## config.mk

```make
export PLATFORM = sky130hd
export DESIGN_NAME = pcd_port_override
export DESIGN_NICKNAME = d
export VERILOG_FILES = /design/src/logic/pcd_pkg.sv /design/src/logic/pcd_pin_cell.sv /design/src/logic/pcd_port_override.sv
export SDC_FILE = /design/constraint.sdc
export NUM_CORES = 1
export LEC_CHECK = 0
export BUFFER_PORTS_ARGS = -buffer_cell sky130_fd_sc_hd__buf_2
export CAP_MARGIN = 20
export CORE_ASPECT_RATIO = 1.1
export CORE_MARGIN = 2
export CORE_UTILIZATION = 49
export CTS_BUF_LIST = sky130_fd_sc_hd__clkbuf_16
export CTS_CLUSTER_SIZE = 12
export DETAILED_ROUTE_END_ITERATION = 10
export PLACE_DENSITY = 0.84
export SLEW_MARGIN = 20
export SYNTH_ARGS = -nofsm -noshare
export SYNTH_HDL_FRONTEND = slang
export SYNTH_SLANG_ARGS = --single-unit
```

## constraint.sdc

```tcl
create_clock -name clk -period 2.35 [get_ports clk]
set_input_delay 0.3525 -clock clk [delete_from_list [all_inputs] [get_ports clk]]
set_output_delay 0.3525 -clock clk [all_outputs]
set_load 0.01 [all_outputs]
```

## src/logic/pcd_pkg.sv

```systemverilog
/*
  Constants for the upper/lower port alternate-function override block:
  register offsets, field positions, reset values and pin positions.
  Assumes a 32-bit APB master with byte addresses on an 8-bit bus.
*/
package pcd_pkg;

  // ==========================================================
  // Widths
  localparam int PCD_ADDR_W = 8;
  localparam int PCD_DATA_W = 32;
  localparam int PCD_PORT_W = 8;
  localparam int PCD_MASK_W = 3;
  localparam int PCD_PIN_N = 2 * PCD_PORT_W;

  // ==========================================================
  // Register offsets (byte addresses)
  localparam logic [7:0] PCD_OFS_UPPER_DATA = 8'h00;
  localparam logic [7:0] PCD_OFS_UPPER_DIR = 8'h04;
  localparam logic [7:0] PCD_OFS_UPPER_PIN = 8'h08;
  localparam logic [7:0] PCD_OFS_LOWER_DATA = 8'h0c;
  localparam logic [7:0] PCD_OFS_LOWER_DIR = 8'h10;
  localparam logic [7:0] PCD_OFS_LOWER_PIN = 8'h14;
  localparam logic [7:0] PCD_OFS_XMEM_CTRL = 8'h18;
  localparam logic [7:0] PCD_OFS_MISC_CTRL = 8'h1c;
  localparam logic [7:0] PCD_OFS_PC_MASK = 8'h20;

  // ==========================================================
  // Field positions
  localparam int PCD_XMEM_EN_BIT = 0;
  localparam int PCD_XMEM_SEL_LSB = 1;
  localparam int PCD_MISC_PIN_CHANGE_GROUP1_ENABLE_BIT = 0;
  localparam int PCD_MISC_ASYNC_BIT = 1;
  localparam int PCD_MISC_PUD_BIT = 2;

  // ==========================================================
  // Reset values
  localparam logic [7:0] PCD_PORT_RST = 8'h00;
  localparam logic [2:0] PCD_SEL_RST = 3'h0;
  localparam logic [31:0] PCD_RDATA_RST = 32'h0000_0000;

  // ==========================================================
  // Pin positions
  localparam int PCD_SCAN_LO = 4;
  localparam int PCD_TDO_PIN = 6;
  localparam int PCD_RD_PIN = 7;
  localparam int PCD_XOUT_PIN = 5;
  localparam int PCD_XIN_PIN = 4;
  localparam int PCD_IRQ1_PIN = 3;
  localparam int PCD_IRQ0_PIN = 2;
  localparam int PCD_TX_PIN = 1;
  localparam int PCD_RX_PIN = 0;

  // Upper port: address-bit ownership limit per pin (mask select below it)
  localparam logic [2:0] PCD_MASK_LIMIT [PCD_PORT_W] = '{
    0: 3'h7, 1: 3'h7, 2: 3'h6, 3: 3'h5,
    4: 3'h4, 5: 3'h3, 6: 3'h2, 7: 3'h1
  };

  // Lower port: constant direction and input-enable override values
  localparam logic [7:0] PCD_LOWER_DIRECTION_OVERRIDE_VALUE = 8'hc2;
  localparam logic [7:0] PCD_LOWER_INPUT_ENABLE_OVERRIDE_VALUE = 8'h0c;

endpackage : pcd_pkg

```

## src/logic/pcd_pin_cell.sv

```systemverilog
/*
  One pad's override resolver: merges peripheral overrides with the
  port data and direction bits, and gates the synchronised pad input.
  Assumes the pad input has already passed the two-flop synchroniser.
*/
`timescale 1ns/1ns
module pcd_pin_cell (
  // Overrides
  input wire logic pue,
  input wire logic puv,
  input wire logic dde,
  input wire logic ddv,
  input wire logic pve,
  input wire logic pvv,
  input wire logic diee,
  input wire logic diev,
  // Port register bits, system controls and synchronised pad input
  input wire logic portBit,
  input wire logic dirBit,
  input wire logic pullupDisable,
  input wire logic sleepInputDisable,
  input wire logic syncIn,
  // Pad side
  output logic pullupOut,
  output logic outEnable,
  output logic outValue,
  output logic inputEnable,
  output logic dataIn
);

  // ==========================================================
  // Resolution
  wire logic plainPullup = portBit & ~dirBit & ~pullupDisable;

  assign pullupOut = pue ? puv : plainPullup;
  assign outEnable = dde ? ddv : dirBit;
  assign outValue = pve ? pvv : portBit;
  assign inputEnable = diee ? diev : ~sleepInputDisable;
  assign dataIn = syncIn & inputEnable;

endmodule : pcd_pin_cell

```

## src/logic/pcd_port_override.sv

```systemverilog
/*
  Alternate-function override logic for the upper and lower 8-bit ports,
  with an APB register file for port data, direction and control bits.
  Assumes peripheral signals are on clk; pad inputs are asynchronous.
*/
// Our own choices: the APB interface to the registers and the register addresses.
// Behaviour
// - Upper pins 7..4 driven with address 15..12 when memory owns them and scan port is off
// - Upper pins 3..0 output address 11..8, pull-up off, when owned
// - Upper input enable forced by scan port (pins 7..4 only) or pin-change enable and mask
// - Synchronised upper inputs feed pin-change lines 8 to 15
// - Lower pins 7 and 6 carry memory read and write strobes
// - Timer async select frees lower pin 5 for crystal output
// - Timer async select frees lower pin 4 for crystal input
// - Lower pin 5 carries timer-1 compare-A waveform
// - Serial-0 clock on lower pin 4 synchronous only, direction picks way
// - Serial-1 clock on lower pin 2 synchronous only, direction picks way
// - Lower pin 3 feeds interrupt line 1 and timer-3 capture
// - Lower pin 2 feeds interrupt line 0
// - Serial-0 transmit forces lower pin 1 to drive transmit data
// - Scan data-out drives only in shift states, else pulled high
// - Scan pins keep pull-ups during reset while scan is enabled
// - Serial-0 receive forces lower pin 0 input; pull-up follows data
`timescale 1ns/1ns
module pcd_port_override (
  // Clock and reset
  input wire logic clk,
  input wire logic rst_n,
  // APB slave
  input wire logic psel,
  input wire logic penable,
  input wire logic pwrite,
  input wire logic [pcd_pkg::PCD_ADDR_W-1:0] paddr,
  input wire logic [pcd_pkg::PCD_DATA_W-1:0] pwdata,
  output logic [pcd_pkg::PCD_DATA_W-1:0] prdata,
  output logic pready,
  output logic pslverr,
  // Upper port pads
  input wire logic [pcd_pkg::PCD_PORT_W-1:0] upperPadIn,
  output logic [pcd_pkg::PCD_PORT_W-1:0] upperPadPullup,
  output logic [pcd_pkg::PCD_PORT_W-1:0] upperPadOutEnable,
  output logic [pcd_pkg::PCD_PORT_W-1:0] upperPadOut,
  output logic [pcd_pkg::PCD_PORT_W-1:0] upperPadInputEnable,
  // Lower port pads
  input wire logic [pcd_pkg::PCD_PORT_W-1:0] lowerPadIn,
  output logic [pcd_pkg::PCD_PORT_W-1:0] lowerPadPullup,
  output logic [pcd_pkg::PCD_PORT_W-1:0] lowerPadOutEnable,
  output logic [pcd_pkg::PCD_PORT_W-1:0] lowerPadOut,
  output logic [pcd_pkg::PCD_PORT_W-1:0] lowerPadInputEnable,
  output logic timerXtalEnable,
  // System controls
  input wire logic scanPortEnable,
  input wire logic sleepInputDisable,
  // External memory
  input wire logic [pcd_pkg::PCD_PORT_W-1:0] extAddrHigh,
  input wire logic extReadStrobe,
  input wire logic extWriteStrobe,
  // Scan port
  input wire logic scanShiftInstructionState,
  input wire logic scanShiftDataState,
  input wire logic scanTdo,
  // Timers
  input wire logic timer1CompareAOut,
  input wire logic timer1CompareAEnable,
  input wire logic timer3CompareAOut,
  input wire logic timer3CompareAEnable,
  output logic timer3CaptureIn,
  // Serial ports
  input wire logic serial0SyncMode,
  input wire logic serial0TransmitEnable,
  input wire logic serial0TransmitData,
  input wire logic serial0ReceiveEnable,
  input wire logic serial0ClockOut,
  output logic serial0ClockIn,
  output logic serial0ReceiveIn,
  input wire logic serial1SyncMode,
  input wire logic serial1ClockOut,
  output logic serial1ClockIn,
  // Interrupt inputs
  input wire logic extIrq0Enable,
  input wire logic extIrq1Enable,
  output logic extIrqLine0,
  output logic extIrqLine1,
  output logic [15:8] pinChangeLine
);
  import pcd_pkg::*;

  // ==========================================================
  // Decode helpers
  function automatic logic addrHit(input logic [PCD_ADDR_W-1:0] a,
                                   input logic [7:0] ofs);
    return a == ofs;
  endfunction : addrHit

  function automatic logic maskBelow(input logic [PCD_MASK_W-1:0] sel,
                                     input logic [PCD_MASK_W-1:0] lim);
    return sel < lim;
  endfunction : maskBelow

  // ==========================================================
  // Registers
  logic [PCD_PORT_W-1:0] upperData_ff;
  logic [PCD_PORT_W-1:0] upperDir_ff;
  logic [PCD_PORT_W-1:0] lowerData_ff;
  logic [PCD_PORT_W-1:0] lowerDir_ff;
  logic [PCD_PORT_W-1:0] pinChangeMask_ff;
  logic extMemEnable_ff;
  logic [PCD_MASK_W-1:0] extMemHighMaskSelect_ff;
  logic pinChangeGroup1Enable_ff;
  logic timer2AsyncSelect_ff;
  logic pullupDisable_ff;
  logic [PCD_DATA_W-1:0] prdata_ff;
  logic [PCD_PIN_N-1:0] sync1_ff;
  logic [PCD_PIN_N-1:0] sync2_ff;

  // ==========================================================
  // APB decode
  wire logic setupPhase = psel & ~penable;
  wire logic accessPhase = psel & penable;
  wire logic writeEn = accessPhase & pwrite;
  wire logic hitUpperData = addrHit(paddr, PCD_OFS_UPPER_DATA);
  wire logic hitUpperDir = addrHit(paddr, PCD_OFS_UPPER_DIR);
  wire logic hitUpperPin = addrHit(paddr, PCD_OFS_UPPER_PIN);
  wire logic hitLowerData = addrHit(paddr, PCD_OFS_LOWER_DATA);
  wire logic hitLowerDir = addrHit(paddr, PCD_OFS_LOWER_DIR);
  wire logic hitLowerPin = addrHit(paddr, PCD_OFS_LOWER_PIN);
  wire logic hitXmem = addrHit(paddr, PCD_OFS_XMEM_CTRL);
  wire logic hitMisc = addrHit(paddr, PCD_OFS_MISC_CTRL);
  wire logic hitMask = addrHit(paddr, PCD_OFS_PC_MASK);
  wire logic hitAny = hitUpperData | hitUpperDir | hitUpperPin |
                      hitLowerData | hitLowerDir | hitLowerPin |
                      hitXmem | hitMisc | hitMask;
  wire logic [PCD_PORT_W-1:0] wByte = pwdata[PCD_PORT_W-1:0];

  assign pready = 1'b1;
  assign pslverr = accessPhase & ~hitAny;
  assign prdata = prdata_ff;

  // Next values
  wire logic [PCD_PORT_W-1:0] nxt_upperData =
    (writeEn & hitUpperData) ? wByte : upperData_ff;
  wire logic [PCD_PORT_W-1:0] nxt_upperDir =
    (writeEn & hitUpperDir) ? wByte : upperDir_ff;
  wire logic [PCD_PORT_W-1:0] nxt_lowerData =
    (writeEn & hitLowerData) ? wByte : lowerData_ff;
  wire logic [PCD_PORT_W-1:0] nxt_lowerDir =
    (writeEn & hitLowerDir) ? wByte : lowerDir_ff;
  wire logic [PCD_PORT_W-1:0] nxt_pinChangeMask =
    (writeEn & hitMask) ? wByte : pinChangeMask_ff;
  wire logic nxt_extMemEnable =
    (writeEn & hitXmem) ? pwdata[PCD_XMEM_EN_BIT] : extMemEnable_ff;
  wire logic [PCD_MASK_W-1:0] nxt_extMemHighMaskSelect =
    (writeEn & hitXmem) ?
    pwdata[PCD_XMEM_SEL_LSB +: PCD_MASK_W] : extMemHighMaskSelect_ff;
  wire logic nxt_pinChangeGroup1Enable = (writeEn & hitMisc) ?
    pwdata[PCD_MISC_PIN_CHANGE_GROUP1_ENABLE_BIT] : pinChangeGroup1Enable_ff;
  wire logic nxt_timer2AsyncSelect = (writeEn & hitMisc) ?
    pwdata[PCD_MISC_ASYNC_BIT] : timer2AsyncSelect_ff;
  wire logic nxt_pullupDisable = (writeEn & hitMisc) ?
    pwdata[PCD_MISC_PUD_BIT] : pullupDisable_ff;

  // ==========================================================
  // Override vectors, upper port in low half, lower port in high half
  logic [PCD_PIN_N-1:0] pue, puv, dde, ddv, pve, pvv, diee, diev;
  logic [PCD_PIN_N-1:0] pinPullup, pinOutEn, pinOut, pinInEn, pinIn;
  logic [PCD_PORT_W-1:0] upperIn, lowerIn;
  wire logic tdoDrive = scanShiftInstructionState | scanShiftDataState;
  wire logic async = timer2AsyncSelect_ff;
  wire logic serial0ClkOutEn = serial0SyncMode & lowerDir_ff[PCD_XIN_PIN];
  wire logic serial1ClkOutEn = serial1SyncMode & lowerDir_ff[PCD_IRQ0_PIN];

  genvar i;
  generate
    for (i = 0; i < PCD_PORT_W; i++) begin : gUpper
      wire logic memOwns = extMemEnable_ff &
        maskBelow(extMemHighMaskSelect_ff, PCD_MASK_LIMIT[i]);
      wire logic pcSel = pinChangeGroup1Enable_ff & pinChangeMask_ff[i];
      if (i >= PCD_SCAN_LO) begin : gScan
        assign pue[i] = memOwns | scanPortEnable;
        assign puv[i] = scanPortEnable;
        assign dde[i] = memOwns | scanPortEnable;
        assign ddv[i] = scanPortEnable ?
          ((i == PCD_TDO_PIN) ? tdoDrive : 1'b0) : 1'b1;
        assign pve[i] = memOwns |
          ((i == PCD_TDO_PIN) ? scanPortEnable : 1'b0);
        assign pvv[i] = ((i == PCD_TDO_PIN) && scanPortEnable) ?
          scanTdo : extAddrHigh[i];
        assign diee[i] = scanPortEnable | pcSel;
        assign diev[i] = scanPortEnable;
      end else begin : gAddr
        // forced output of low address bits
        assign pue[i] = memOwns;
        assign puv[i] = 1'b0;
        assign dde[i] = memOwns;
        assign ddv[i] = 1'b1;
        assign pve[i] = memOwns;
        assign pvv[i] = extAddrHigh[i];
        assign diee[i] = pcSel;
        assign diev[i] = 1'b1;
      end
    end
  endgenerate

  // Lower port, bits ordered 7 down to 0
  // memory strobes, crystal release, serial-0
  assign pue[PCD_PIN_N-1:PCD_PORT_W] = {extMemEnable_ff, extMemEnable_ff,
    async, async, 1'b0, 1'b0, serial0TransmitEnable, serial0ReceiveEnable};
  // receive pull-up still follows data bit
  assign puv[PCD_PIN_N-1:PCD_PORT_W] = {7'h00,
    lowerData_ff[PCD_RX_PIN] & ~pullupDisable_ff};
  assign dde[PCD_PIN_N-1:PCD_PORT_W] = pue[PCD_PIN_N-1:PCD_PORT_W];
  assign ddv[PCD_PIN_N-1:PCD_PORT_W] = PCD_LOWER_DIRECTION_OVERRIDE_VALUE;
  assign pve[PCD_PIN_N-1:PCD_PORT_W] = {extMemEnable_ff, extMemEnable_ff,
    timer1CompareAEnable, serial0ClkOutEn | timer3CompareAEnable, 1'b0,
    serial1ClkOutEn, serial0TransmitEnable, 1'b0};
  assign pvv[PCD_PIN_N-1:PCD_PORT_W] = {extReadStrobe, extWriteStrobe,
    timer1CompareAOut,
    serial0ClkOutEn ? serial0ClockOut : timer3CompareAOut, 1'b0,
    serial1ClockOut, serial0TransmitData, 1'b0};
  // interrupt pins keep their inputs enabled
  assign diee[PCD_PIN_N-1:PCD_PORT_W] = {2'h0, async, async,
    extIrq1Enable, extIrq0Enable, 2'h0};
  assign diev[PCD_PIN_N-1:PCD_PORT_W] = PCD_LOWER_INPUT_ENABLE_OVERRIDE_VALUE;

  wire logic [PCD_PIN_N-1:0] portBits = {lowerData_ff, upperData_ff};
  wire logic [PCD_PIN_N-1:0] dirBits = {lowerDir_ff, upperDir_ff};

  // ==========================================================
  // Pin cells
  generate
    for (i = 0; i < PCD_PIN_N; i++) begin : gCell
      pcd_pin_cell uCell (
        .pue(pue[i]),
        .puv(puv[i]),
        .dde(dde[i]),
        .ddv(ddv[i]),
        .pve(pve[i]),
        .pvv(pvv[i]),
        .diee(diee[i]),
        .diev(diev[i]),
        .portBit(portBits[i]),
        .dirBit(dirBits[i]),
        .pullupDisable(pullupDisable_ff),
        .sleepInputDisable(sleepInputDisable),
        .syncIn(sync2_ff[i]),
        .pullupOut(pinPullup[i]),
        .outEnable(pinOutEn[i]),
        .outValue(pinOut[i]),
        .inputEnable(pinInEn[i]),
        .dataIn(pinIn[i])
      );
    end
  endgenerate

  assign upperPadPullup = pinPullup[PCD_PORT_W-1:0];
  assign upperPadOutEnable = pinOutEn[PCD_PORT_W-1:0];
  assign upperPadOut = pinOut[PCD_PORT_W-1:0];
  assign upperPadInputEnable = pinInEn[PCD_PORT_W-1:0];
  assign lowerPadPullup = pinPullup[PCD_PIN_N-1:PCD_PORT_W];
  assign lowerPadOutEnable = pinOutEn[PCD_PIN_N-1:PCD_PORT_W];
  assign lowerPadOut = pinOut[PCD_PIN_N-1:PCD_PORT_W];
  assign lowerPadInputEnable = pinInEn[PCD_PIN_N-1:PCD_PORT_W];
  assign upperIn = pinIn[PCD_PORT_W-1:0];
  assign lowerIn = pinIn[PCD_PIN_N-1:PCD_PORT_W];

  // ==========================================================
  // Input routing
  // pin-change lines from synchronised inputs
  assign pinChangeLine = upperIn;
  // interrupt 1 and capture share pin 3
  assign extIrqLine1 = lowerIn[PCD_IRQ1_PIN];
  assign timer3CaptureIn = lowerIn[PCD_IRQ1_PIN];
  assign extIrqLine0 = lowerIn[PCD_IRQ0_PIN];
  assign serial0ReceiveIn = lowerIn[PCD_RX_PIN];
  // clock input only in synchronous mode with direction clear
  assign serial0ClockIn = serial0SyncMode & ~lowerDir_ff[PCD_XIN_PIN] &
                          lowerIn[PCD_XIN_PIN];
  // clock input only in synchronous mode with direction clear
  assign serial1ClockIn = serial1SyncMode & ~lowerDir_ff[PCD_IRQ0_PIN] &
                          lowerIn[PCD_IRQ0_PIN];
  // oscillator amplifier takes both crystal pins
  assign timerXtalEnable = async;

  // ==========================================================
  // Read mux, captured in the setup cycle
  wire logic [PCD_PORT_W-1:0] miscByte = {5'h00, pullupDisable_ff,
    timer2AsyncSelect_ff, pinChangeGroup1Enable_ff};
  wire logic [PCD_PORT_W-1:0] xmemByte = {4'h0, extMemHighMaskSelect_ff,
    extMemEnable_ff};
  wire logic [PCD_PORT_W-1:0] readByte =
    hitUpperData ? upperData_ff :
    hitUpperDir ? upperDir_ff :
    hitUpperPin ? upperIn :
    hitLowerData ? lowerData_ff :
    hitLowerDir ? lowerDir_ff :
    hitLowerPin ? lowerIn :
    hitXmem ? xmemByte :
    hitMisc ? miscByte :
    hitMask ? pinChangeMask_ff : PCD_PORT_RST;
  wire logic [PCD_DATA_W-1:0] nxt_prdata = setupPhase ?
    {{(PCD_DATA_W-PCD_PORT_W){1'b0}}, readByte} : prdata_ff;

  // ==========================================================
  // Flip-flops
  always_ff @(posedge clk) begin
    if (!rst_n) begin
      upperData_ff <= PCD_PORT_RST;
      upperDir_ff <= PCD_PORT_RST;
      lowerData_ff <= PCD_PORT_RST;
      lowerDir_ff <= PCD_PORT_RST;
      pinChangeMask_ff <= PCD_PORT_RST;
    end else begin
      upperData_ff <= nxt_upperData;
      upperDir_ff <= nxt_upperDir;
      lowerData_ff <= nxt_lowerData;
      lowerDir_ff <= nxt_lowerDir;
      pinChangeMask_ff <= nxt_pinChangeMask;
    end
  end

  always_ff @(posedge clk) begin
    if (!rst_n) begin
      extMemEnable_ff <= 1'b0;
      extMemHighMaskSelect_ff <= PCD_SEL_RST;
      pinChangeGroup1Enable_ff <= 1'b0;
      timer2AsyncSelect_ff <= 1'b0;
      pullupDisable_ff <= 1'b0;
      prdata_ff <= PCD_RDATA_RST;
    end else begin
      extMemEnable_ff <= nxt_extMemEnable;
      extMemHighMaskSelect_ff <= nxt_extMemHighMaskSelect;
      pinChangeGroup1Enable_ff <= nxt_pinChangeGroup1Enable;
      timer2AsyncSelect_ff <= nxt_timer2AsyncSelect;
      pullupDisable_ff <= nxt_pullupDisable;
      prdata_ff <= nxt_prdata;
    end
  end

  // Pad synchroniser, first stage read only by second
  always_ff @(posedge clk) begin
    if (!rst_n) begin
      sync1_ff <= {PCD_PIN_N{1'b0}};
      sync2_ff <= {PCD_PIN_N{1'b0}};
    end else begin
      sync1_ff <= {lowerPadIn, upperPadIn};
      sync2_ff <= sync1_ff;
    end
  end
endmodule : pcd_port_override

```

## Yosys cells after proc, flatten, opt, wreduce, memory -nomap -nowiden

Index checks and enable logic that the tools add are counted.

| word-level totals | value |
|---|---|
| register bits after elaboration | 87 |

| cells by class | value |
|---|---|
| multiplexer cells | 66 |
| $lt $le $gt $ge | 7 |
| equal/unequal tests | 8 |
| reductions and logical operators | 1 |
| bitwise operators | 119 |

Operators with widths:

| cell | count |
|---|---|
| $and A1 B1 Y1 | 81 |
| $mux W8 | 9 |
| $mux W1 | 57 |
| $eq A8 B5 Y1 const B | 4 |
| $not A1 Y1 | 20 |
| $or A1 B1 Y1 | 18 |
| $eq A8 B4 Y1 const B | 2 |
| $lt A3 B3 Y1 const B | 4 |
| $eq A8 B3 Y1 const B | 1 |
| $eq A8 B6 Y1 const B | 1 |
| $logic_not A8 Y1 | 1 |
| $lt A3 B2 Y1 const B | 2 |
| $lt A3 B1 Y1 const B | 1 |

## Depth between registers and ports, before layout

Gate-level depths: netlist (run 1).

| depth | value |
|---|---|
| depth after elaboration | 11 |
| mapped depth | 7 |
| gate-level depth less buffers | 5 |

## Hierarchy

Synthesis (run 1) repeated with hierarchy kept, for this count alone.

| unflattened totals | value |
|---|---|
| cell total of the unflattened synthesis | 619 |
| area, all modules | 5163.7 um^2 |

Modules (own cells, without submodules):

| module | times used | sequential area each (um^2) | area an instance (um^2) | cells each |
|---|---|---|---|---|
| pcd_port_override | 1 | 1741.7 | 4122.7 | 459 |
| pcd_pin_cell | 16 | 0.0 | 65.1 | 10 |

## Worst setup path before layout (run 1)

No wires, ideal clock.

| path | value |
|---|---|
| path kind | input -> register |
| start point | input paddr[1] (netlist name) |
| end point | register prdata_ff[0] (netlist: prdata[0]) |
| setup time | 79 ps |
| arrival | 1916 ps |
| cell stages on the path | 7 |
| path slack | 355 ps |
| cell sequence | or4_1 > buf_2 > nor4_4 > buf_4 > o2bb2ai_1 > a21oi_1 > o211ai_1 |

| on the way | value |
|---|---|
| cells in the longest elaborated chain, start to end | 10 |
| elaborated cells between the ends (all ways) | 18 |
| classes of those cells | eq/ne (8); mux (9); reduce/logical (1) |

Ends and longest elaborated chain:

| element | line | text |
|---|---|---|
| from (decl) | pcd_port_override.sv:33 | `input wire logic [pcd_pkg::PCD_ADDR_W-1:0] paddr,` |
| $eq A8 B6 Y1 | pcd_port_override.sv:92 | `return a == ofs;` |
| $mux W8 | pcd_port_override.sv:299 | `hitMask ? pinChangeMask_ff : PCD_PORT_RST;` |
| $mux W8 | pcd_port_override.sv:298 | `hitMisc ? miscByte :` |
| $mux W8 | pcd_port_override.sv:297 | `hitXmem ? xmemByte :` |
| $mux W8 | pcd_port_override.sv:296 | `hitLowerPin ? lowerIn :` |
| $mux W8 | pcd_port_override.sv:295 | `hitLowerDir ? lowerDir_ff :` |
| $mux W8 | pcd_port_override.sv:294 | `hitLowerData ? lowerData_ff :` |
| $mux W8 | pcd_port_override.sv:293 | `hitUpperPin ? upperIn :` |
| $mux W8 | pcd_port_override.sv:292 | `hitUpperDir ? upperDir_ff :` |
| $mux W8 (*) | pcd_port_override.sv:291 | `hitUpperData ? upperData_ff :` |
| to (signal assigned) | pcd_port_override.sv:335 | `prdata_ff <= nxt_prdata;` |
| to (decl) | pcd_port_override.sv:112 | `logic [PCD_DATA_W-1:0] prdata_ff;` |

Every way passes the cells marked *; elsewhere a longest branch is shown, timed or not.
A chain may end at the register's enable or synchronous reset.

## Worst setup path after layout (run 1)

| path | value |
|---|---|
| start point | register extMemHighMaskSelect_ff[2] |
| end point | output upperPadOut[7] (netlist name) |

| on the way | value |
|---|---|
| cells in the longest elaborated chain, start to end | 3 |

Ends and longest elaborated chain:

| element | line | text |
|---|---|---|
| from (decl) | pcd_port_override.sv:108 | `logic [PCD_MASK_W-1:0] extMemHighMaskSelect_ff;` |
| from (signal assigned) | pcd_port_override.sv:331 | `extMemHighMaskSelect_ff <= nxt_extMemHighMaskSelect;` |
| $lt A3 B1 Y1 | pcd_port_override.sv:97 | `return sel < lim;` |
| $and A1 B1 Y1 | pcd_port_override.sv:175 | `wire logic memOwns = extMemEnable_ff &` |
| $mux W1 | pcd_pin_cell.sv:37 | `assign outValue = pve ? pvv : portBit;` |
| to (decl) | pcd_port_override.sv:42 | `output logic [pcd_pkg::PCD_PORT_W-1:0] upperPadOut,` |

Every way passes these cells.

==> metrics.txt, run 1 <==
pin count of the biggest net entering global routing 52; Least-Margin Pin Slew 0.5469 ns; Overall Power roughly 0.0034 W; initial antenna violation count 0; DRC Markers 0; I/O Pins roughly 200; Reg clk slew, reported paths 0.07 ns; Synth-to-Final Area Change 12.58%; worst r2r dst prdata[3]$_SDFFE_PN0P_; Worst-Skew Late Latency about 0.34 ns; antenna-violating nets left 0; Die W 101.6 um; CTS Buf Count 9; Synth warnings 0; Port Buf Inserts roughly 150; CP Class flip-flop to primary output; cell count after synthesis a little over 600; global route hottest layer met2; final wirelength 13.96 mm; Post-CTS Resized 0; EDFF count, synth 0; Min Hold Slack roughly 0.21 ns; final period utilization 0.8764; PwrDens ~590 nW/um^2; Seq cells post-synth 87; Critical Path Start Type flip-flop; worst endpoint data arrival time ~1.7 ns; Root Buffer clkbuf_16; drt first pass iters 5; Die Area between 10000 and 15000 um^2; dpl hpwl 10.60 mm; HP Class input pin to flip-flop; H-tree Lvls 3; drt first-iter violations around 370; Post-CTS Setup Inserts 0; GRT met3 Usage 0.05170; global routing usage on met1 0.3187; grt met2 use 0.3803; post-synthesis cell type count 52; R2R depth 5; run status completed; Critical Path Slowest Stage Cell mux2_2; Slew HR 0.6347; routability cong. 0.9972; final critical-path setup slack a little under 0.3 ns; layout cells sized above 1 0.3091; # setup viols final 0; synthesized cell area between 5000 and 6000 um^2; worst r2r src pinChangeGroup1Enable_ff$_SDFFE_PN0P_; vias in the first global route roughly 4000; Die Y about 110 um; ys async rst share 0; Buf/Inv on CP 2; most frequent cells in the layout 152 x buf_2, 87 x dfxtp_1, 72 x nand2_1, 38 x and2_1; CTS tree done; fmax around 500 MHz; clock sinks 87; Max stage delay on crit path around 0.37 ns; CP endpoint upperPadOut[7]; Worst Setup SP extMemHighMaskSelect_ff[2]$_SDFFE_PN0P_; WP depth 5; first-pass GRT wire length 21.09 mm; Via Count roughly 4500; Top FF cell, synth dfxtp_1; endpoints failing hold 0; sequential-to-total area share from yosys stat 0.3394; GRT Overall Usage 0.2405; vias per cell roughly 5.3; Post-CTS Hold Fix Bufs 0; Leak roughly 2.7 nW; CP top delay family simple AND/OR/NAND/NOR gates; cell row count 39; Core Area roughly 10000 um^2; worst-path fanout max 5; Max Slew Vio Count 0; CP cell instances inv_1 > nand2_1 > nor3_1 > mux2_2 > buf_2; CP endpoint kind primary output; Tmin final 2.060 ns; max_cap viols 0; worst reg-to-reg setup slack slightly above 0.7 ns; nets approximately 790; total gr overflow 0; unrepaired setup endpoints after global routing no; worst path required time 2.00 ns; WL/cell ~17 um; final setup TNS 0 ns; post-place setup slack 0.1431 ns; Clock Path Buffers 2; initial core utilization 0.4984; syn avg cell area between 8 and 9 um^2; worst vdd ir 0.4363 mV; clock skew 0.006466 ns; most common cell after layout, fill and taps aside buf_2
## cell usage after synthesis (2+ instances only)
cell type	count	area, um^2
buf_4	99	743.2
dfxtp_1	87	1742
nand2_1	72	270.3
and2_1	38	237.7
a21boi_0	29	217.7
nor2b_1	29	181.4
clkbuf_1	28	105.1
mux2i_1	27	270.3
nand3_1	26	130.1
nor2_1	24	90.09
a21oi_1	20	100.1
o21ai_0	18	90.09
mux2_2	12	135.1
nand2b_1	10	62.56
inv_1	8	30.03
nor3b_1	7	52.55
or2_2	7	43.79
a22oi_1	6	45.04
nor4b_1	6	52.55
nor3_1	5	25.02
o22ai_1	5	31.28
a211o_1	4	35.03
a31o_2	4	35.03
a31oi_1	4	25.02
o2bb2ai_1	4	35.03
and3_1	3	18.77
buf_2	3	15.01
nor4_1	3	18.77
o211ai_1	3	22.52
o21a_1	3	22.52
a32o_1	2	20.02
and4b_1	2	20.02
conb_1	2	7.510
nand3b_1	2	15.01
nand4_1	2	12.51
## metal layers
metal  vias up  wire length, um
met4         0              528
met2       231             6268
met5         -                0
li1       2151                -
met1      2047             6105
met3        49             1062
## how the worst min path moves through the flow
stage                                  from                 endpoint  slack [ns]  cells after the start
global route                  lowerPadIn[4]  sync1_ff[12]$_SDFF_PN0_        0.21                      2
CTS                           lowerPadIn[0]   sync1_ff[8]$_SDFF_PN0_        0.21                      2
finish                        upperPadIn[1]   sync1_ff[1]$_SDFF_PN0_        0.21                      2
floorplan            sync1_ff[0]$_SDFF_PN0_   sync2_ff[0]$_SDFF_PN0_        0.41                      1
global placement     sync1_ff[3]$_SDFF_PN0_   sync2_ff[3]$_SDFF_PN0_        0.41                      1
detailed placement  sync1_ff[15]$_SDFF_PN0_  sync2_ff[15]$_SDFF_PN0_        0.42                      1
## worst register-to-register path: stages (launching register included)
cell and delay (ns):
dfxtp_1 0.54, nand2_1 0.13, a21boi_0 0.41, mux4_2 0.32
nand3_1 0.08, o211ai_1 0.09
## flip-flops by register name (all words and copies together) (netlist names), 3 cells and up
register                 count
sync2_ff                    16
upperDir_ff                  8
pinChangeMask_ff             8
prdata                       8
extMemHighMaskSelect_ff      3
sync1_ff                    16
upperData_ff                 8
lowerDir_ff                  8
lowerData_ff                 8
## cell type report
type	instances	area [um^2]
Tap cell	143	178.9
Timing Repair Buffer	173	918.4
Inverter	8	30.03
Clock buffer	9	225.2
Fill cell	988	4519
Clock inverter	7	101.3
Multi-Input combinational cell	418	2579
Antenna cell	1	2.502
Sequential cell	87	1742
## kinds of logic after synthesis
| family | after synthesis | synth area share |
|---|---|---|
| flops | 87 | 0.3394 |
| buf+inv | 139 | 0.1748 |
| other cells | 2 | 0.001464 |
| mux | 40 | 0.08339 |
| simple gates | 243 | 0.2546 |
| compound gates | 110 | 0.1463 |
## power by group
group	switching, W	internal [W]
Combinational	0.000194	0.000133
Sequential	0.00000776	0.00150
Clock	0.000608	0.000942
Total	0.000810	0.00258
## metrics by stage
step / cell area, um^2 / util / instances
2_1_floorplan: 5218 / - / 644
3_3_place_gp: 5448 / 0.5291 / 829
6_report: 5777 / 0.5611 / 846
5_1_grt: 5774 / 0.5608 / 845
3_5_place_dp: 5448 / 0.5291 / 829
4_1_cts: 5774 / 0.5608 / 845
Power figures use the tool's default switching activity.
==> run 2, diff against run 1 <==
--- a/config.mk
+++ b/config.mk
@@ -13,7 +13,7 @@
 export CTS_BUF_LIST = sky130_fd_sc_hd__clkbuf_16
 export CTS_CLUSTER_SIZE = 12
 export DETAILED_ROUTE_END_ITERATION = 10
-export PLACE_DENSITY = 0.84
+export PLACE_DENSITY = 0.9
 export SLEW_MARGIN = 20
 export SYNTH_ARGS = -nofsm -noshare
 export SYNTH_HDL_FRONTEND = slang
==> metrics.txt, run 2 (same netlist as run 1, synthesis figures left out) <==
nets around 790; dpl hpwl 11.18 mm; Least-Margin Pin Slew 0.6490 ns; Post-CTS Setup Inserts 0; first-pass GRT wire length 22.67 mm; Critical Path Start Type flip-flop; routability cong. approximately 0.99; Port Buf Inserts approximately 150; PwrDens about 620 nW/um^2; drt first-iter violations 358; Worst-Skew Late Latency 0.34 ns; final period utilization 0.8943; CP Class flip-flop to primary output; Core Area just over 10000 um^2; Slew HR 0.5665; max_cap viols 0; fmax around 480 MHz; pin count of the biggest net entering global routing between 50 and 60; total gr overflow 0; final setup TNS 0 ns; Die Area approximately 11000 um^2; Max Slew Vio Count 0; GRT Overall Usage 0.2595; HP Class input pin to flip-flop; CP endpoint kind primary output; Reg clk slew, reported paths approximately 0.060 ns; Post-CTS Resized 0; initial core utilization 0.4984; endpoints failing hold 0; CTS tree done; Die W slightly above 100 um; number of diodes 0; H-tree Lvls 3; Tmin final 2.101 ns; vias in the first global route approximately 4200; # setup viols final 0; antenna-violating nets left 0; Leak roughly 2.7 nW; layout cells sized above 1 0.3101; run status completed; unrepaired setup endpoints after global routing no; Post-CTS Hold Fix Bufs 0; initial antenna violation count 0; worst-path fanout max 10; most frequent cells in the layout 152 x buf_2, 87 x dfxtp_1, 72 x nand2_1, 38 x and2_1; WL/cell roughly 17 um; clock sinks 87; worst path required time 2.00 ns; Root Buffer clkbuf_16; Die Y between 100 and 150 um; vias per cell 5.397; I/O Pins around 200; final wirelength between 10 and 15 mm; DRC Markers 0; worst endpoint data arrival time 1.75 ns; Clock Path Buffers 2; Via Count between 4000 and 5000; Synth-to-Final Area Change 13.61%; clock skew 0.009277 ns; CTS Buf Count 9; worst vdd ir 0.6480 mV; Largest regs sync1_ff x16, sync2_ff x16; drt first pass iters 5; Min Hold Slack ~0.22 ns; cell row count 39; most common cell after layout, fill and taps aside buf_2
run 2: per-stage QoR:
step / total power (W) / cells / setup WS (ns) / cell area, um^2 / utilization
after CTS: 0.003634 / 846 / 0.3117 / 5829 / 0.5662
after floorplan: 0.001783 / 644 / 0.3549 / 5218 / -
after global placement: 0.001869 / 830 / 0.2392 / 5455 / 0.5298
after detailed placement: 0.001873 / 830 / 0.1973 / 5455 / 0.5298
after global routing: 0.003739 / 846 / 0.2078 / 5829 / 0.5662
final: 0.003628 / 846 / 0.2485 / 5829 / 0.5662
run 2: area by class of cell:
| cell class | instances | area [um^2] |
|---|---|---|
| tap | 143 | 178.9 |
| inverter | 8 | 30.03 |
| sequential | 87 | 1742 |
| multi-input combinational | 418 | 2579 |
| clock inverter | 7 | 148.9 |
| timing repair buffer | 174 | 925.9 |
| fill | 978 | 4467 |
| clock buffer | 9 | 225.2 |
run 2: worst paths after layout:
| check | from | slack [ns] | end | cells past startpoint |
|---|---|---|---|---|
| hold / removal | lowerPadIn[6] | 0.22 | sync1_ff[14]$_SDFF_PN0_ | 2 |
| setup / recovery | pinChangeGroup1Enable_ff$_SDFFE_PN0P_ | 0.25 | pinChangeLine[11] | 3 |
| setup reg to reg | pinChangeGroup1Enable_ff$_SDFFE_PN0P_ | 0.59 | prdata[3]$_SDFFE_PN0P_ | 5 |
| hold reg to reg | sync1_ff[10]$_SDFF_PN0_ | 0.43 | sync2_ff[10]$_SDFF_PN0_ | 1 |
run 2: where the power goes:
group / leakage (nW) / switching, W / internal [W]
clock: 0.183 / 0.000621 / 0.00116
combinational: 1.84 / 0.000201 / 0.000133
sequential: 0.708 / 0.00000865 / 0.00150
total: 2.73 / 0.000831 / 0.00280
run 2: layer usage:
metal | vias to the layer above | track usage | part of all wire
met2 | 263 | 0.4110 | 0.46
met3 | 40 | 0.04855 | 0.083
met4 | 0 | 0.1000 | 0.035
met1 | 2103 | 0.3477 | 0.43
met5 | - | 0 | 0
li1 | 2160 | - | -
run 2: critical path: stages, from the launching register on:
cell and delay [ns]:
dfxtp_1 0.55, nand2_1 0.13, a21boi_0 0.49, buf_2 0.24
==> run 3, diff against run 2 <==
--- a/config.mk
+++ b/config.mk
@@ -9,12 +9,13 @@
 export CAP_MARGIN = 20
 export CORE_ASPECT_RATIO = 1.1
 export CORE_MARGIN = 2
-export CORE_UTILIZATION = 49
+export CORE_UTILIZATION = 50
 export CTS_BUF_LIST = sky130_fd_sc_hd__clkbuf_16
 export CTS_CLUSTER_SIZE = 12
 export DETAILED_ROUTE_END_ITERATION = 10
-export PLACE_DENSITY = 0.9
+export PLACE_DENSITY = 0.92
 export SLEW_MARGIN = 20
 export SYNTH_ARGS = -nofsm -noshare
 export SYNTH_HDL_FRONTEND = slang
+export SYNTH_HIERARCHICAL = 1
 export SYNTH_SLANG_ARGS = --single-unit
==> metrics.txt, run 3 <==
clock sinks 87; GRT Overall Usage 0.2620; Critical Path Start Type flip-flop; Leak a little over 3 nW; CP Class flip-flop to primary output; Post-CTS Hold Fix Bufs 0; # setup viols final 0; EDFF count, synth 0; layout cells sized above 1 0.2850; clock skew 0.007813 ns; antenna-violating nets left 0; worst reg-to-reg setup slack 0.33 ns; first-pass GRT wire length roughly 23 mm; post-place setup slack 0.02994 ns; WL/cell ~15 um; initial core utilization 0.5196; Via Count 5048; initial antenna violation count 0; Worst-Skew Late Latency roughly 0.34 ns; ys async rst share 0; max_cap viols 0; post-synthesis cell type count 45; H-tree Lvls 3; Clock Path Buffers 2; DRC Markers 0; total gr overflow 0; Worst Hold Depth 2; synthesized cell area just over 5000 um^2; Reg clk slew, reported paths roughly 0.07 ns; worst-path fanout max 5; Seq cells post-synth 87; Die Area 11160 um^2; Top FF cell, synth dfxtp_1; worst vdd ir ~0.4 mV; Die W around 100 um; Post-CTS Setup Inserts 0; multi-input logic area ~3300 um^2; syn avg cell area about 8.3 um^2; Tmin final approximately 2.2 ns; Synth area leader dfxtp_1; CTS Buf Count 9; I/O Pins 202; worst endpoint data arrival time ~1.9 ns; sequential-to-total area share from yosys stat 0.3373; dpl hpwl approximately 12 mm; CTS tree done; final wirelength roughly 15 mm; vias in the first global route approximately 4700; Synth warnings 6; worst path required time 2.00 ns; most common cell after layout, fill and taps aside buf_2; most frequent cell after synthesis nand2_1; pin count of the biggest net entering global routing between 50 and 60; Finished Layout Cells 962; flip-flop and latch area 1742 um^2; post-synth top area share 0.3373; cell count after synthesis about 620; number of diodes 0; HP Class input pin to flip-flop; most frequent cells in the layout 152 x buf_2, 95 x nand2_1, 87 x dfxtp_1, 80 x conb_1, 50 x nor2b_1; Post-CTS Resized 0; hold path endpoint sync1_ff[6]$_SDFF_PN0_; drt first-iter violations approximately 320; drt first pass iters 5; endpoints failing hold 0; final critical-path setup slack between 0.1 and 0.15 ns; Max Slew Vio Count 0; final period utilization 0.9508; synth top area cells dfxtp_1 34%, mux2i_1 8.3%, nand2_1 6.9%, nor2b_1 6.1%, o41ai_2 5.0%; hold wc startpoint upperPadIn[6]; Core Area roughly 9900 um^2; nets 926; run status completed; vias per cell 5.247; Root Buffer clkbuf_16; Synth top cells by count 95 x nand2_1, 87 x dfxtp_1, 50 x nor2b_1; PwrDens 518.2 nW/um^2; fmax around 450 MHz; CP endpoint kind primary output; R2R depth 7; Largest regs sync1_ff x16, sync2_ff x16; Die Y around 110 um; placed cell count 946; cell row count 38; worst r2r dst prdata[2]$_SDFFE_PN0P_; Port Buf Inserts 152; Synth-to-Final Area Change 27.55%; unrepaired setup endpoints after global routing no; fill count ~830; worst r2r src pinChangeGroup1Enable_ff$_SDFFE_PN0P_; routability cong. around 0.97; final setup TNS 0 ns
[run 3: cell count changes in the layout (fill, tap and decap cells not counted), sizes merged, moves of 10 or more]
cell,before,now
o41ai,0,16
or3,1,16
o21ai,18,28
conb,25,80
nand3,26,15
inv,11,27
nor2b,29,50
mux2i,27,43
nand2,72,95
or2,7,18
[run 3: layer usage]
| metal | track usage | part of all wire | up-vias |
|---|---|---|---|
| met5 | 0 | 0 | - |
| met3 | 0.04367 | 0.083 | 40 |
| li1 | - | - | 2481 |
| met4 | 0.1261 | 0.039 | 0 |
| met2 | 0.4338 | 0.48 | 257 |
| met1 | 0.3266 | 0.40 | 2270 |
[run 3: final cells by class]
class / instances / share of cell area
clock inverters: 7 / 0.01349
multi-input cells: 534 / 0.5028
clock buffers: 9 / 0.03419
repair buffers: 181 / 0.1486
flip-flops and latches: 87 / 0.2644
well taps: 120 / 0.02280
inverters: 24 / 0.01368
[run 3: worst max-delay path: stages, from the launching register on]
cell	delay, ns
dfxtp_1	0.38
inv_1	0.12
nand2_1	0.15
a21oi_1	0.09
or2_2	0.33
o41ai_2	0.29
buf_2	0.18
[run 3: per-stage QoR]
stage          cell area, um^2  hold slack, ns    util  total power (W)
2_1_floorplan             5456          0.4119       -         0.001796
3_3_place_gp              6272          0.4127  0.6312         0.001941
3_5_place_dp              6272          0.4190  0.6312         0.001950
4_1_cts                   6586          0.2094  0.6628         0.003421
5_1_grt                   6586          0.2084  0.6628         0.003547
6_report                  6586          0.2138  0.6628         0.003413
[run 3: how the worst max path moves through the flow]
stage	from	to	slack, ns	cells after the start
floorplan	paddr[7]	upperDir_ff[0]$_SDFFE_PN0P_	0.07	8
global placement	paddr[6]	upperData_ff[7]$_SDFFE_PN0P_	0.08	6
detailed placement	paddr[6]	upperData_ff[3]$_SDFFE_PN0P_	0.03	6
CTS	extMemHighMaskSelect_ff[2]$_SDFFE_PN0P_	upperPadOutEnable[7]	0.14	6
global route	extMemHighMaskSelect_ff[2]$_SDFFE_PN0P_	upperPadOutEnable[7]	0.0008	6
finish	extMemHighMaskSelect_ff[2]$_SDFFE_PN0P_	upperPadPullup[5]	0.12	6
[run 3: logic make-up after synthesis]
kind of cell | synth area share
compound gates | 0.1749
buf+inv | 0.07923
other cells | 0.001454
flops | 0.3373
simple gates | 0.2845
mux | 0.1226
[run 3: report_power, final]
part,internal [W],total [W],switching [W]
Clock,0.000852,0.00149,0.000639
Combinational,0.000170,0.000412,0.000241
Sequential,0.00150,0.00151,0.00000760
Total,0.00253,0.00341,0.000888
